File: src/evpu_pkg.sv
// Package with vector offsets, widths and reset values of the vector unit.
package evpu_pkg;
	localparam int          ADDR_W          = 24;
	localparam int          LVL_W           = 3;
	localparam int          TABLE_ENTRIES   = 128;
	localparam int          ENTRY_W         = 32;
	localparam int          ENTRY_BYTES     = 4;
	localparam int          ISR_LSB         = 0;
	localparam int          ISR_MSB         = 23;
	localparam logic [23:0] RESET_VECTOR    = 24'hfffffc;
	localparam logic [23:0] BASE_RESET      = 24'hfffe00;
	localparam logic [23:0] OFS_PAGE1_UNDEF = 24'h0001f8;
	localparam logic [23:0] OFS_PAGE2_UNDEF = 24'h0001f4;
	localparam logic [23:0] OFS_SW_TRAP     = 24'h0001f0;
	localparam logic [23:0] OFS_KERNEL_CALL = 24'h0001ec;
	localparam logic [23:0] OFS_MACHINE     = 24'h0001e8;
	localparam logic [23:0] OFS_RSVD1       = 24'h0001e4;
	localparam logic [23:0] OFS_RSVD0       = 24'h0001e0;
	localparam logic [23:0] OFS_SPURIOUS    = 24'h0001dc;
	localparam logic [23:0] OFS_NMI_PIN     = 24'h0001d8;
	localparam logic [23:0] OFS_IRQ_LINE    = 24'h0001d4;
	localparam logic [23:0] OFS_DEV_LO      = 24'h000010;
	localparam logic [23:0] OFS_DEV_HI      = 24'h0001d0;
	localparam int          DEV_CHANNELS    = 113;
	localparam logic [2:0]  LVL_FIXED       = 3'h7;
	localparam logic [2:0]  LVL_DISABLED    = 3'h0;
	localparam logic [2:0]  LVL_RESET       = 3'h1;
	localparam int          MAX_NEST        = 7;

	typedef enum logic [3:0] {
		evpu_src_none    = 4'h0,
		evpu_src_reset   = 4'h1,
		evpu_src_page1   = 4'h2,
		evpu_src_page2   = 4'h3,
		evpu_src_trap    = 4'h4,
		evpu_src_kcall   = 4'h5,
		evpu_src_machine = 4'h6,
		evpu_src_nmi     = 4'h7,
		evpu_src_irq     = 4'h8,
		evpu_src_dev     = 4'h9,
		evpu_src_spur    = 4'ha
	} evpu_src_t;
endpackage : evpu_pkg

File: src/evpu_prio_tree.sv
// Priority search over the device-specific maskable channels.
`timescale 1ns/1ps
`default_nettype none
module evpu_prio_tree #(
	parameter int N     = 113,
	parameter int LVL_W = 3,
	parameter int IDX_W = 7
) (
	input  wire logic [N-1:0]       req,
	input  wire logic [N*LVL_W-1:0] lvl,
	input  wire logic [LVL_W-1:0]   floor_lvl,
	output logic                    found,
	output logic [IDX_W-1:0]        win_idx,
	output logic [LVL_W-1:0]        win_lvl
);
	logic [N-1:0] elig;

	genvar g;
	generate
		for (g = 0; g < N; g++)
		begin : g_elig
			// Level zero disables a channel; only levels above the floor count.
			assign elig[g] = req[g] && (lvl[g*LVL_W +: LVL_W] > floor_lvl);
		end
	endgenerate

	// Ascending scan with >= lets the higher index win a tie, which is the
	// higher vector address because channel n sits at a higher offset.
	always_comb
	begin
		found   = 1'b0;
		win_idx = '0;
		win_lvl = '0;
		for (int i = 0; i < N; i++)
		begin
			if (elig[i] && (!found || lvl[i*LVL_W +: LVL_W] >= win_lvl))
			begin
				found   = 1'b1;
				win_idx = IDX_W'(i);
				win_lvl = lvl[i*LVL_W +: LVL_W];
			end
		end
	end
endmodule : evpu_prio_tree
`default_nettype wire

File: src/evpu_exception_vector_priority_unit.sv
// Exception ranking, vector supply and wake-up decision for the core.
`timescale 1ns/1ps
`default_nettype none
module evpu_exception_vector_priority_unit #(
	parameter int N_DEV = evpu_pkg::DEV_CHANNELS
) (
	input  wire logic                       ref_clk,
	input  wire logic                       srst,
	input  wire logic                       reset_cause,
	input  wire logic                       page1_undefined_opcode,
	input  wire logic                       page2_undefined_opcode,
	input  wire logic                       software_trap_instruction,
	input  wire logic                       kernel_call_instruction,
	input  wire logic                       machine_exception,
	input  wire logic                       nonmaskable_pin_request,
	input  wire logic                       interrupt_request_line,
	input  wire logic [N_DEV-1:0]           dev_request,
	input  wire logic [N_DEV*3-1:0]         channel_priority_level,
	input  wire logic [2:0]                 irq_line_level,
	input  wire logic                       maskable_disable_flag,
	input  wire logic                       pin_request_disable_flag,
	input  wire logic [2:0]                 current_processing_level,
	input  wire logic                       low_power_mode,
	input  wire logic                       base_write,
	input  wire logic [23:0]                base_wdata,
	input  wire logic                       vector_request,
	output logic                            vector_valid,
	output logic [23:0]                     vector_address,
	output logic [2:0]                      new_processing_level,
	output logic                            new_level_load,
	output logic                            handler_skip,
	output logic                            wake_core,
	output logic [23:0]                     vector_base,
	output logic                            pending_any
);
	localparam int IDX_W = $clog2(N_DEV);

	// Pin-side inputs come from outside this clock; pass them two flops.
	logic [1:0] nmi_sync;
	logic [1:0] irq_sync;
	logic [1:0] next_nmi_sync;
	logic [1:0] next_irq_sync;
	logic       nmi_s;
	logic       irq_s;

	always_comb
	begin
		next_nmi_sync = {nmi_sync[0], nonmaskable_pin_request};
		next_irq_sync = {irq_sync[0], interrupt_request_line};
	end

	always_ff @(posedge ref_clk)
	begin
		if (srst)
		begin
			nmi_sync <= 2'h0;
			irq_sync <= 2'h0;
		end
		else
		begin
			nmi_sync <= next_nmi_sync;
			irq_sync <= next_irq_sync;
		end
	end

	assign nmi_s = nmi_sync[1];
	assign irq_s = irq_sync[1];

	// Vector base register.
	logic [23:0] next_vector_base;

	always_comb
	begin
		next_vector_base = vector_base;
		if (base_write)
			next_vector_base = base_wdata;
	end

	always_ff @(posedge ref_clk)
	begin
		if (srst)
			vector_base <= evpu_pkg::BASE_RESET;
		else
			vector_base <= next_vector_base;
	end

	// Maskable search over the device channels plus the request line.
	logic             dev_found;
	logic [IDX_W-1:0] dev_idx;
	logic [2:0]       dev_lvl;

	evpu_prio_tree #(
		.N     (N_DEV),
		.LVL_W (evpu_pkg::LVL_W),
		.IDX_W (IDX_W)
	) u_tree (
		.req       (dev_request),
		.lvl       (channel_priority_level),
		.floor_lvl (current_processing_level),
		.found     (dev_found),
		.win_idx   (dev_idx),
		.win_lvl   (dev_lvl)
	);

	logic irq_elig;
	logic mask_ok;
	logic irq_wins;
	logic mask_found;
	logic [2:0] mask_lvl;

	// The request line sits above all device channels, so it wins ties.
	assign irq_elig = irq_s && (irq_line_level > current_processing_level);
	assign irq_wins = irq_elig && (!dev_found || irq_line_level >= dev_lvl);
	assign mask_found = irq_elig || dev_found;
	assign mask_lvl = irq_wins ? irq_line_level : dev_lvl;
	// The mask flag gates preemption; the floor above keeps it strictly higher.
	assign mask_ok = mask_found && !maskable_disable_flag;

	// Ranking. Instruction exceptions are mutually exclusive, so a fixed
	// order among them costs nothing and adds no arbitration state.
	evpu_pkg::evpu_src_t sel;
	logic [23:0]         sel_ofs;

	always_comb
	begin
		sel     = evpu_pkg::evpu_src_spur;
		sel_ofs = evpu_pkg::OFS_SPURIOUS;
		if (reset_cause)
			sel = evpu_pkg::evpu_src_reset;
		else if (page1_undefined_opcode)
		begin
			sel     = evpu_pkg::evpu_src_page1;
			sel_ofs = evpu_pkg::OFS_PAGE1_UNDEF;
		end
		else if (page2_undefined_opcode)
		begin
			sel     = evpu_pkg::evpu_src_page2;
			sel_ofs = evpu_pkg::OFS_PAGE2_UNDEF;
		end
		else if (software_trap_instruction)
		begin
			sel     = evpu_pkg::evpu_src_trap;
			sel_ofs = evpu_pkg::OFS_SW_TRAP;
		end
		else if (kernel_call_instruction)
		begin
			sel     = evpu_pkg::evpu_src_kcall;
			sel_ofs = evpu_pkg::OFS_KERNEL_CALL;
		end
		else if (machine_exception)
		begin
			sel     = evpu_pkg::evpu_src_machine;
			sel_ofs = evpu_pkg::OFS_MACHINE;
		end
		else if (nmi_s && !pin_request_disable_flag)
		begin
			sel     = evpu_pkg::evpu_src_nmi;
			sel_ofs = evpu_pkg::OFS_NMI_PIN;
		end
		else if (mask_ok && irq_wins)
		begin
			sel     = evpu_pkg::evpu_src_irq;
			sel_ofs = evpu_pkg::OFS_IRQ_LINE;
		end
		else if (mask_ok)
		begin
			sel     = evpu_pkg::evpu_src_dev;
			// Each table entry is four bytes, so the channel index steps by 4.
			sel_ofs = evpu_pkg::OFS_DEV_LO + {15'h0000, dev_idx, 2'h0};
		end
	end

	// Vector answer registered one cycle after the request.
	logic        next_vector_valid;
	logic [23:0] next_vector_address;
	logic [2:0]  next_new_level;
	logic        next_level_load;

	always_comb
	begin
		next_vector_valid   = vector_request;
		next_vector_address = vector_address;
		next_new_level      = new_processing_level;
		next_level_load     = 1'b0;
		if (vector_request)
		begin
			if (sel == evpu_pkg::evpu_src_reset)
				next_vector_address = evpu_pkg::RESET_VECTOR;
			else
				next_vector_address = 24'(vector_base + sel_ofs);
			// Only routed maskable wins move the level; others leave it.
			if (sel == evpu_pkg::evpu_src_irq || sel == evpu_pkg::evpu_src_dev)
			begin
				next_new_level  = mask_lvl;
				next_level_load = 1'b1;
			end
		end
	end

	always_ff @(posedge ref_clk)
	begin
		if (srst)
		begin
			vector_valid         <= 1'b0;
			vector_address       <= evpu_pkg::RESET_VECTOR;
			new_processing_level <= 3'h0;
			new_level_load       <= 1'b0;
		end
		else
		begin
			vector_valid         <= next_vector_valid;
			vector_address       <= next_vector_address;
			new_processing_level <= next_new_level;
			new_level_load       <= next_level_load;
		end
	end

	// Wake-up uses the run-mode maskable qualification; a disabled pin request still wakes, with handler_skip unless mask_ok or machine_exception.
	logic next_wake;
	logic next_skip;

	always_comb
	begin
		next_wake = low_power_mode &&
			(mask_ok || machine_exception || nmi_s);
		next_skip = low_power_mode && nmi_s && pin_request_disable_flag &&
			!mask_ok && !machine_exception;
	end

	always_ff @(posedge ref_clk)
	begin
		if (srst)
		begin
			wake_core    <= 1'b0;
			handler_skip <= 1'b0;
		end
		else
		begin
			wake_core    <= next_wake;
			handler_skip <= next_skip;
		end
	end

	assign pending_any = (sel != evpu_pkg::evpu_src_spur);

	AST_RESET_VEC: assert property (@(posedge ref_clk) disable iff (srst)
		vector_request && reset_cause |=> vector_address == 24'hfffffc)
		else $error("reset vector wrong");
	AST_TRAP_VEC: assert property (@(posedge ref_clk) disable iff (srst)
		vector_request && !reset_cause && software_trap_instruction &&
		!page1_undefined_opcode && !page2_undefined_opcode
		|=> vector_address == 24'($past(vector_base) + 24'h0001f0))
		else $error("trap vector wrong");
	AST_MACH_VEC: assert property (@(posedge ref_clk) disable iff (srst)
		sel == evpu_pkg::evpu_src_machine && vector_request
		|=> vector_address == 24'($past(vector_base) + 24'h0001e8))
		else $error("machine vector wrong");
	AST_NMI_OVER_MASK: assert property (@(posedge ref_clk) disable iff (srst)
		vector_request && nmi_s && !pin_request_disable_flag && !reset_cause &&
		!machine_exception && !software_trap_instruction &&
		!kernel_call_instruction && !page1_undefined_opcode &&
		!page2_undefined_opcode |=> !new_level_load)
		else $error("maskable beat pin request");
	AST_SPURIOUS: assert property (@(posedge ref_clk) disable iff (srst)
		vector_request && !pending_any && !reset_cause
		|=> vector_address == 24'($past(vector_base) + 24'h0001dc))
		else $error("spurious vector missing");
	AST_MASK_BLOCK: assert property (@(posedge ref_clk) disable iff (srst)
		maskable_disable_flag && vector_request |=> !new_level_load)
		else $error("masked request taken");
	AST_LEVEL_ABOVE: assert property (@(posedge ref_clk) disable iff (srst)
		vector_request ##1 new_level_load
		|-> new_processing_level > $past(current_processing_level))
		else $error("level not above current");
	AST_NMI_WAKE: assert property (@(posedge ref_clk) disable iff (srst)
		low_power_mode && nmi_s |=> wake_core)
		else $error("pin request did not wake");
	AST_MASK_NOWAKE: assert property (@(posedge ref_clk) disable iff (srst)
		low_power_mode && maskable_disable_flag && !nmi_s && !machine_exception
		|=> !wake_core)
		else $error("masked wake-up");
	AST_BASE_RST: assert property (@(posedge ref_clk)
		$past(srst) |-> vector_base == 24'hfffe00)
		else $error("base reset value wrong");

	COV_DEV: cover property (@(posedge ref_clk) disable iff (srst)
		vector_request ##1 new_level_load);
	COV_NMI: cover property (@(posedge ref_clk) disable iff (srst)
		sel == evpu_pkg::evpu_src_nmi && vector_request);
	COV_SKIP: cover property (@(posedge ref_clk) disable iff (srst)
		handler_skip);
	COV_SPUR: cover property (@(posedge ref_clk) disable iff (srst)
		vector_request && !pending_any);
endmodule : evpu_exception_vector_priority_unit
`default_nettype wire

File: config.mk
export PLATFORM = sky130hd
export DESIGN_NAME = evpu_exception_vector_priority_unit
export DESIGN_NICKNAME = d
export VERILOG_FILES = /design/src/evpu_pkg.sv /design/src/evpu_prio_tree.sv /design/src/evpu_exception_vector_priority_unit.sv
export SDC_FILE = /design/constraint.sdc
export NUM_CORES = 1
export LEC_CHECK = 0
export ABC_AREA = 1
export BUFFER_PORTS_ARGS = -buffer_cell sky130_fd_sc_hd__buf_2
export CAP_MARGIN = 30
export CORE_MARGIN = 3
export CORE_UTILIZATION = 58
export DETAILED_ROUTE_END_ITERATION = 16
export PLACE_DENSITY_LB_ADDON = 0.12
export SYNTH_ARGS = -nofsm -noshare
export SYNTH_HDL_FRONTEND = slang
export SYNTH_HIERARCHICAL = 1
export SYNTH_SLANG_ARGS = --single-unit
File: constraint.sdc
create_clock -name ref_clk -period 167.8 [get_ports ref_clk]
set_input_delay 16.78 -clock ref_clk [delete_from_list [all_inputs] [get_ports ref_clk]]
set_output_delay 16.78 -clock ref_clk [all_outputs]
set_load 0.02 [all_outputs]
# Word level (Yosys, flattened, before mapping)
# Cells that the tools add are included.
[op_classes]
addsub = 2
mul = 0
n_div = 0
order_cmp = 227
eq_ne = 4
shifts = 0
n_mux = 359
bitwise_logic = 1
n_reduce_logical = 471
[op_table]
columns = ["cell", "count"]
rows = [
  ["two-way mux 3 bit", 118],
  ["two-way mux 7 bit", 49],
  ["greater-than comparator 3 bit", 114],
  [">= comparator 3 bit", 113],
  ["logical AND 1 bit", 235],
  ["two-way mux 6 bit", 32],
  ["zero test 1 bit", 117],
  ["logical OR 1 bit", 117],
  ["two-way mux 1 bit", 115],
  ["two-way mux 10 bit", 9],
  ["two-way mux 5 bit", 16],
  ["two-way mux 4 bit", 15],
  ["adder 24 bit", 1],
  ["two-way mux 24 bit", 1],
  ["adder 5 x 9 -> 10 bit (first input constant)", 1],
  ["equality test 4 bit (second input constant)", 2],
  ["two-way mux 2 bit", 4],
  ["equality test 4 x 1 -> 1 bit (second input constant)", 1],
  ["!= test 4 bit (second input constant)", 1],
  ["AND reduction 2 bit", 1],
  ["OR reduction 2 bit", 1],
  ["inverter 1 bit", 1],
]
[totals]
regBits = 59
latch_bits = 0
mem_bits_rw = 0
romBits = 0
out_inout_bits = 56
word_cells = 1073
n_memories = 0

# Depth between registers and ports, before layout
[logic_depth]
word_depth = 466
ltp_mapped = 1146
mapped_depth_nobuf = 1144

# Cells and area by module
# The synthesis kept the hierarchy.
[modules_own_cells]
columns = ["module", "instances", "cells_each", "area_each_um2", "seq_area_each_um2"]
rows = [
  ["evpu_prio_tree", 1, 3751, 22081.2, 0.0],
  ["evpu_exception_vector_priority_unit", 1, 493, 3321.9, 1181.1],
]

# Worst setup path before layout
# No wires, ideal clock.
[synth_timing]
kind = "input to output"
start = "in current_processing_level[2]"
end = "out pending_any"
arrival_time_ns = 119.739
required_ns = 151.020
slack_ns = 31.281
path_stages = 1092
path_buffers = 2
path_cell_list = "inv_1 ha_1 nand3_1 nand2_4 nor2_4 inv_2 nor2_1 ha_1 and3_2 nor2_2 nand2_4 nand2_4 nand2_1 o21ai_0 ha_1 o21ai_1 nand2_1 a21oi_1 (+1056 left out) nand2_2 o21ai_1 ha_1 inv_1 nand2_1 o21ai_0 inv_1 nand2_1 nand2_2 nand2_4 nand4_1 or2_1 inv_1 nand2_2 nand3_2 nand2_1 nand2_1 nand3_1"
[synth_lines]
columns = ["item", "line_no", "rtl"]
rows = [
  ["start, declared", "evpu_exception_vector_priority_unit.sv:22", "input wire logic [2:0] current_processing_level,"],
  ["end, declared", "evpu_exception_vector_priority_unit.sv:34", "output logic pending_any"],
]

==> metrics <==
status complete, no violations; crit-path max cell delay 0.34 ns; setup TNS 0 ns; Mapped Nets 5,329; crit path max-delay cell type ha_1; Seq/Total Area, Yosys 4.65%; Nets 5,882; CTS resizes 0; buffer count from post-CTS setup fixing 0; First DRT Iteration DRCs 1,645; layout cell share with drive strength beyond 1 21.5%; Post-DP HPWL 66.1 mm; CTS tree done; WP data required 151.02 ns; final WL 77.1 mm; IO buf count 552; post-synth top area share 28.9%; placed cells 5,371; Mapped Area 25,400 um2; Synth Area in Simple Gates 37.1%; routed len/inst 14.2 um; Max-slew headroom 48.4%; CP Capture Type output port; final hold vios 0; # DRC 0; Syn Area/Cell 5.99 um2; initial antenna violation count 44; adder-cell share of the synthesized area 29.0%; Clock Tree Buf Depth 2; Worst path depth 1,054; largest family of logic cells by synthesized area simple AND/OR/NAND/NOR gates; FF-to-FF path depth 20; starting density of the core 58.8%; yosys synthesis warning count 6; max-slew violations 0; worst hold path class reg2reg; num ports 553; Worst-Margin Slew 0.773 ns; vias in the first global route 26,300; fin crit period 148.73 ns; max_cap viols 0; # rows 76; post-route ant nets 0; core area 43,200 um2; via/cell ratio 5.35; Crit path max-delay family simple AND/OR/NAND/NOR gates; synthesized flop and latch total 59; placed cell areas 28,900 um2; clk_lat worst skew 0.33 ns; Cells after Synth 4,244; htree depth 3; met3 Use GR 4.99%; area leader, netlist ha_1; CTS Hold Buffers Added 0; Routability Congestion 0.957; first-pass GRT wire length 124 mm; FMAX 6.72 MHz; die area 46,300 um2; fin crit share 88.6%; vias 29,000; Post-Layout Inst Area 29,300 um2; synthesis-to-finish area growth 15.3%; post-synthesis cell type count 57; CP Data Arrival Time 131.95 ns; largest net degree at the start of global routing 57; buffer and inverter count on the worst path 202; clock skew 0.00631 ns; met2 usage 55.9%; met1 layer usage reported by global route 39.3%; clk sink count 59; Worst Path Max Fanout 28; Clock transition at path regs 0.05 ns; grt ovf 0; RSZ-0062 raised after global routing false; Tot GR Track Use 31.7%; Die X 215 um; post-synthesis compound-gate area fraction 18.3%; die height 215 um; final setup violation count 0; TritonCTS buffer count 9; clk root buf clkbuf_16; dominant cells by area after synthesis ha_1 29%, nand2_1 17%, o21ai_0 9.3%; Crit Path Class in2out; critical path's most frequent cell nand2_1; startpoint types input port; hold path depth 2; DRT Pass-1 Iters 5; fraction of synthesized cell area in xor and xnor cells 0.207%; GR peak layer met2; Layout Cells excl Fill 5,416; multiplexer area fraction after synthesis 0%
==> path summary, 6_finish.rpt <==
kind                          startpoint                 end  slack (ns)
max reg2reg                  irq_sync[1]  vector_address[18]      164.75
max          current_processing_level[1]         pending_any       19.07
min                          irq_sync[0]         irq_sync[1]        0.41
min reg2reg                  irq_sync[0]         irq_sync[1]        0.41
==> worst min-delay path, stage by stage, from the launching register on <==
cell and delay [ns]:
dfxtp_1 0.29, inv_1 0.04, nor2_1 0.03
==> layout make-up <==
cell class | instances | area (um2)
timing repair buffer | 563 | 2860
multi-input combinational | 3513 | 21500
clock buffer | 12 | 256
fill | 4267 | 13900
inverter | 651 | 2640
tap | 585 | 732
clock inverter | 4 | 48.8
sequential | 59 | 1180
antenna | 29 | 72.6
==> Yosys cell counts, drive strengths merged <==
library cell / instances
a31oi: 106
bufinv: 13
xor2: 6
nor2: 192
o21a: 1
o211ai: 1
o21bai: 1
buf: 9
o31ai: 1
o32ai: 1
or4: 1
dfxtp: 59
or2: 8
nor4: 6
o2111ai: 1
clkbuf: 12
and2: 5
a211oi: 7
nand2: 1452
a22oi: 1
o22ai: 2
nand4: 22
and3: 7
a21boi: 21
ha: 587
nand3b: 7
or3: 1
a311oi: 1
clkinv: 5
fa: 1
a41oi: 1
a31o: 2
inv: 633
nor3: 14
o21ai: 506
nand3: 334
a21oi: 217
==> registers in the layout (all words and copies together), names as in the netlist <==
register	cells
vector_base	24
handler_skip	1
vector_valid	1
irq_sync	2
wake_core	1
vector_address	24
nmi_sync	2
new_processing_level	3
new_level_load	1
==> routing by layer <==
layer  wire, um  vias up
li1           -    15300
met1      33800    12700
met2      35900      741
met3       4780      159
met4       2490       30
met5        205        -
==> cells by family after synthesis <==
group	count (synthesis)
adder cells (fa/ha/maj)	588
AND/OR/NAND/NOR	2049
AO/OA/AOI/OAI	870
XOR/XNOR	6
buffers and inverters	672
flip-flops	59
==> through the flow <==
| stage | hold slack, ns | util, % | setup slack, ns |
|---|---|---|---|
| after floorplan | 0.388 | - | 31.28 |
| after global placement | 0.400 | 67.0 | 22.51 |
| after detailed placement | 0.398 | 67.0 | 20.01 |
| after CTS | 0.405 | 67.7 | 19.75 |
| after global routing | 0.422 | 67.8 | 2.58 |
| final | 0.405 | 67.8 | 19.07 |
==> layout by cell type (no fill, tap or decap), types with 11 or more instances in the layout <==
cell	Yosys	routed
a21oi_1	214	214
nor2_1	146	146
nand3_1	327	327
inv_1	584	582
buf_2	7	551
a21boi_0	19	19
nand2_2	287	287
nand4_1	21	21
nor2_2	37	37
diode_2	0	29
inv_2	46	46
nand2_1	1138	1138
o21ai_0	471	471
nor3_1	14	14
bufinv_8	13	13
a31oi_1	106	106
ha_1	587	587
dfxtp_1	59	59
buf_4	0	11
nand2_4	27	27
o21ai_1	34	34
Power is not shown: default switching activity piles up to over one toggle a cycle in this logic, so the estimate is an artifact.
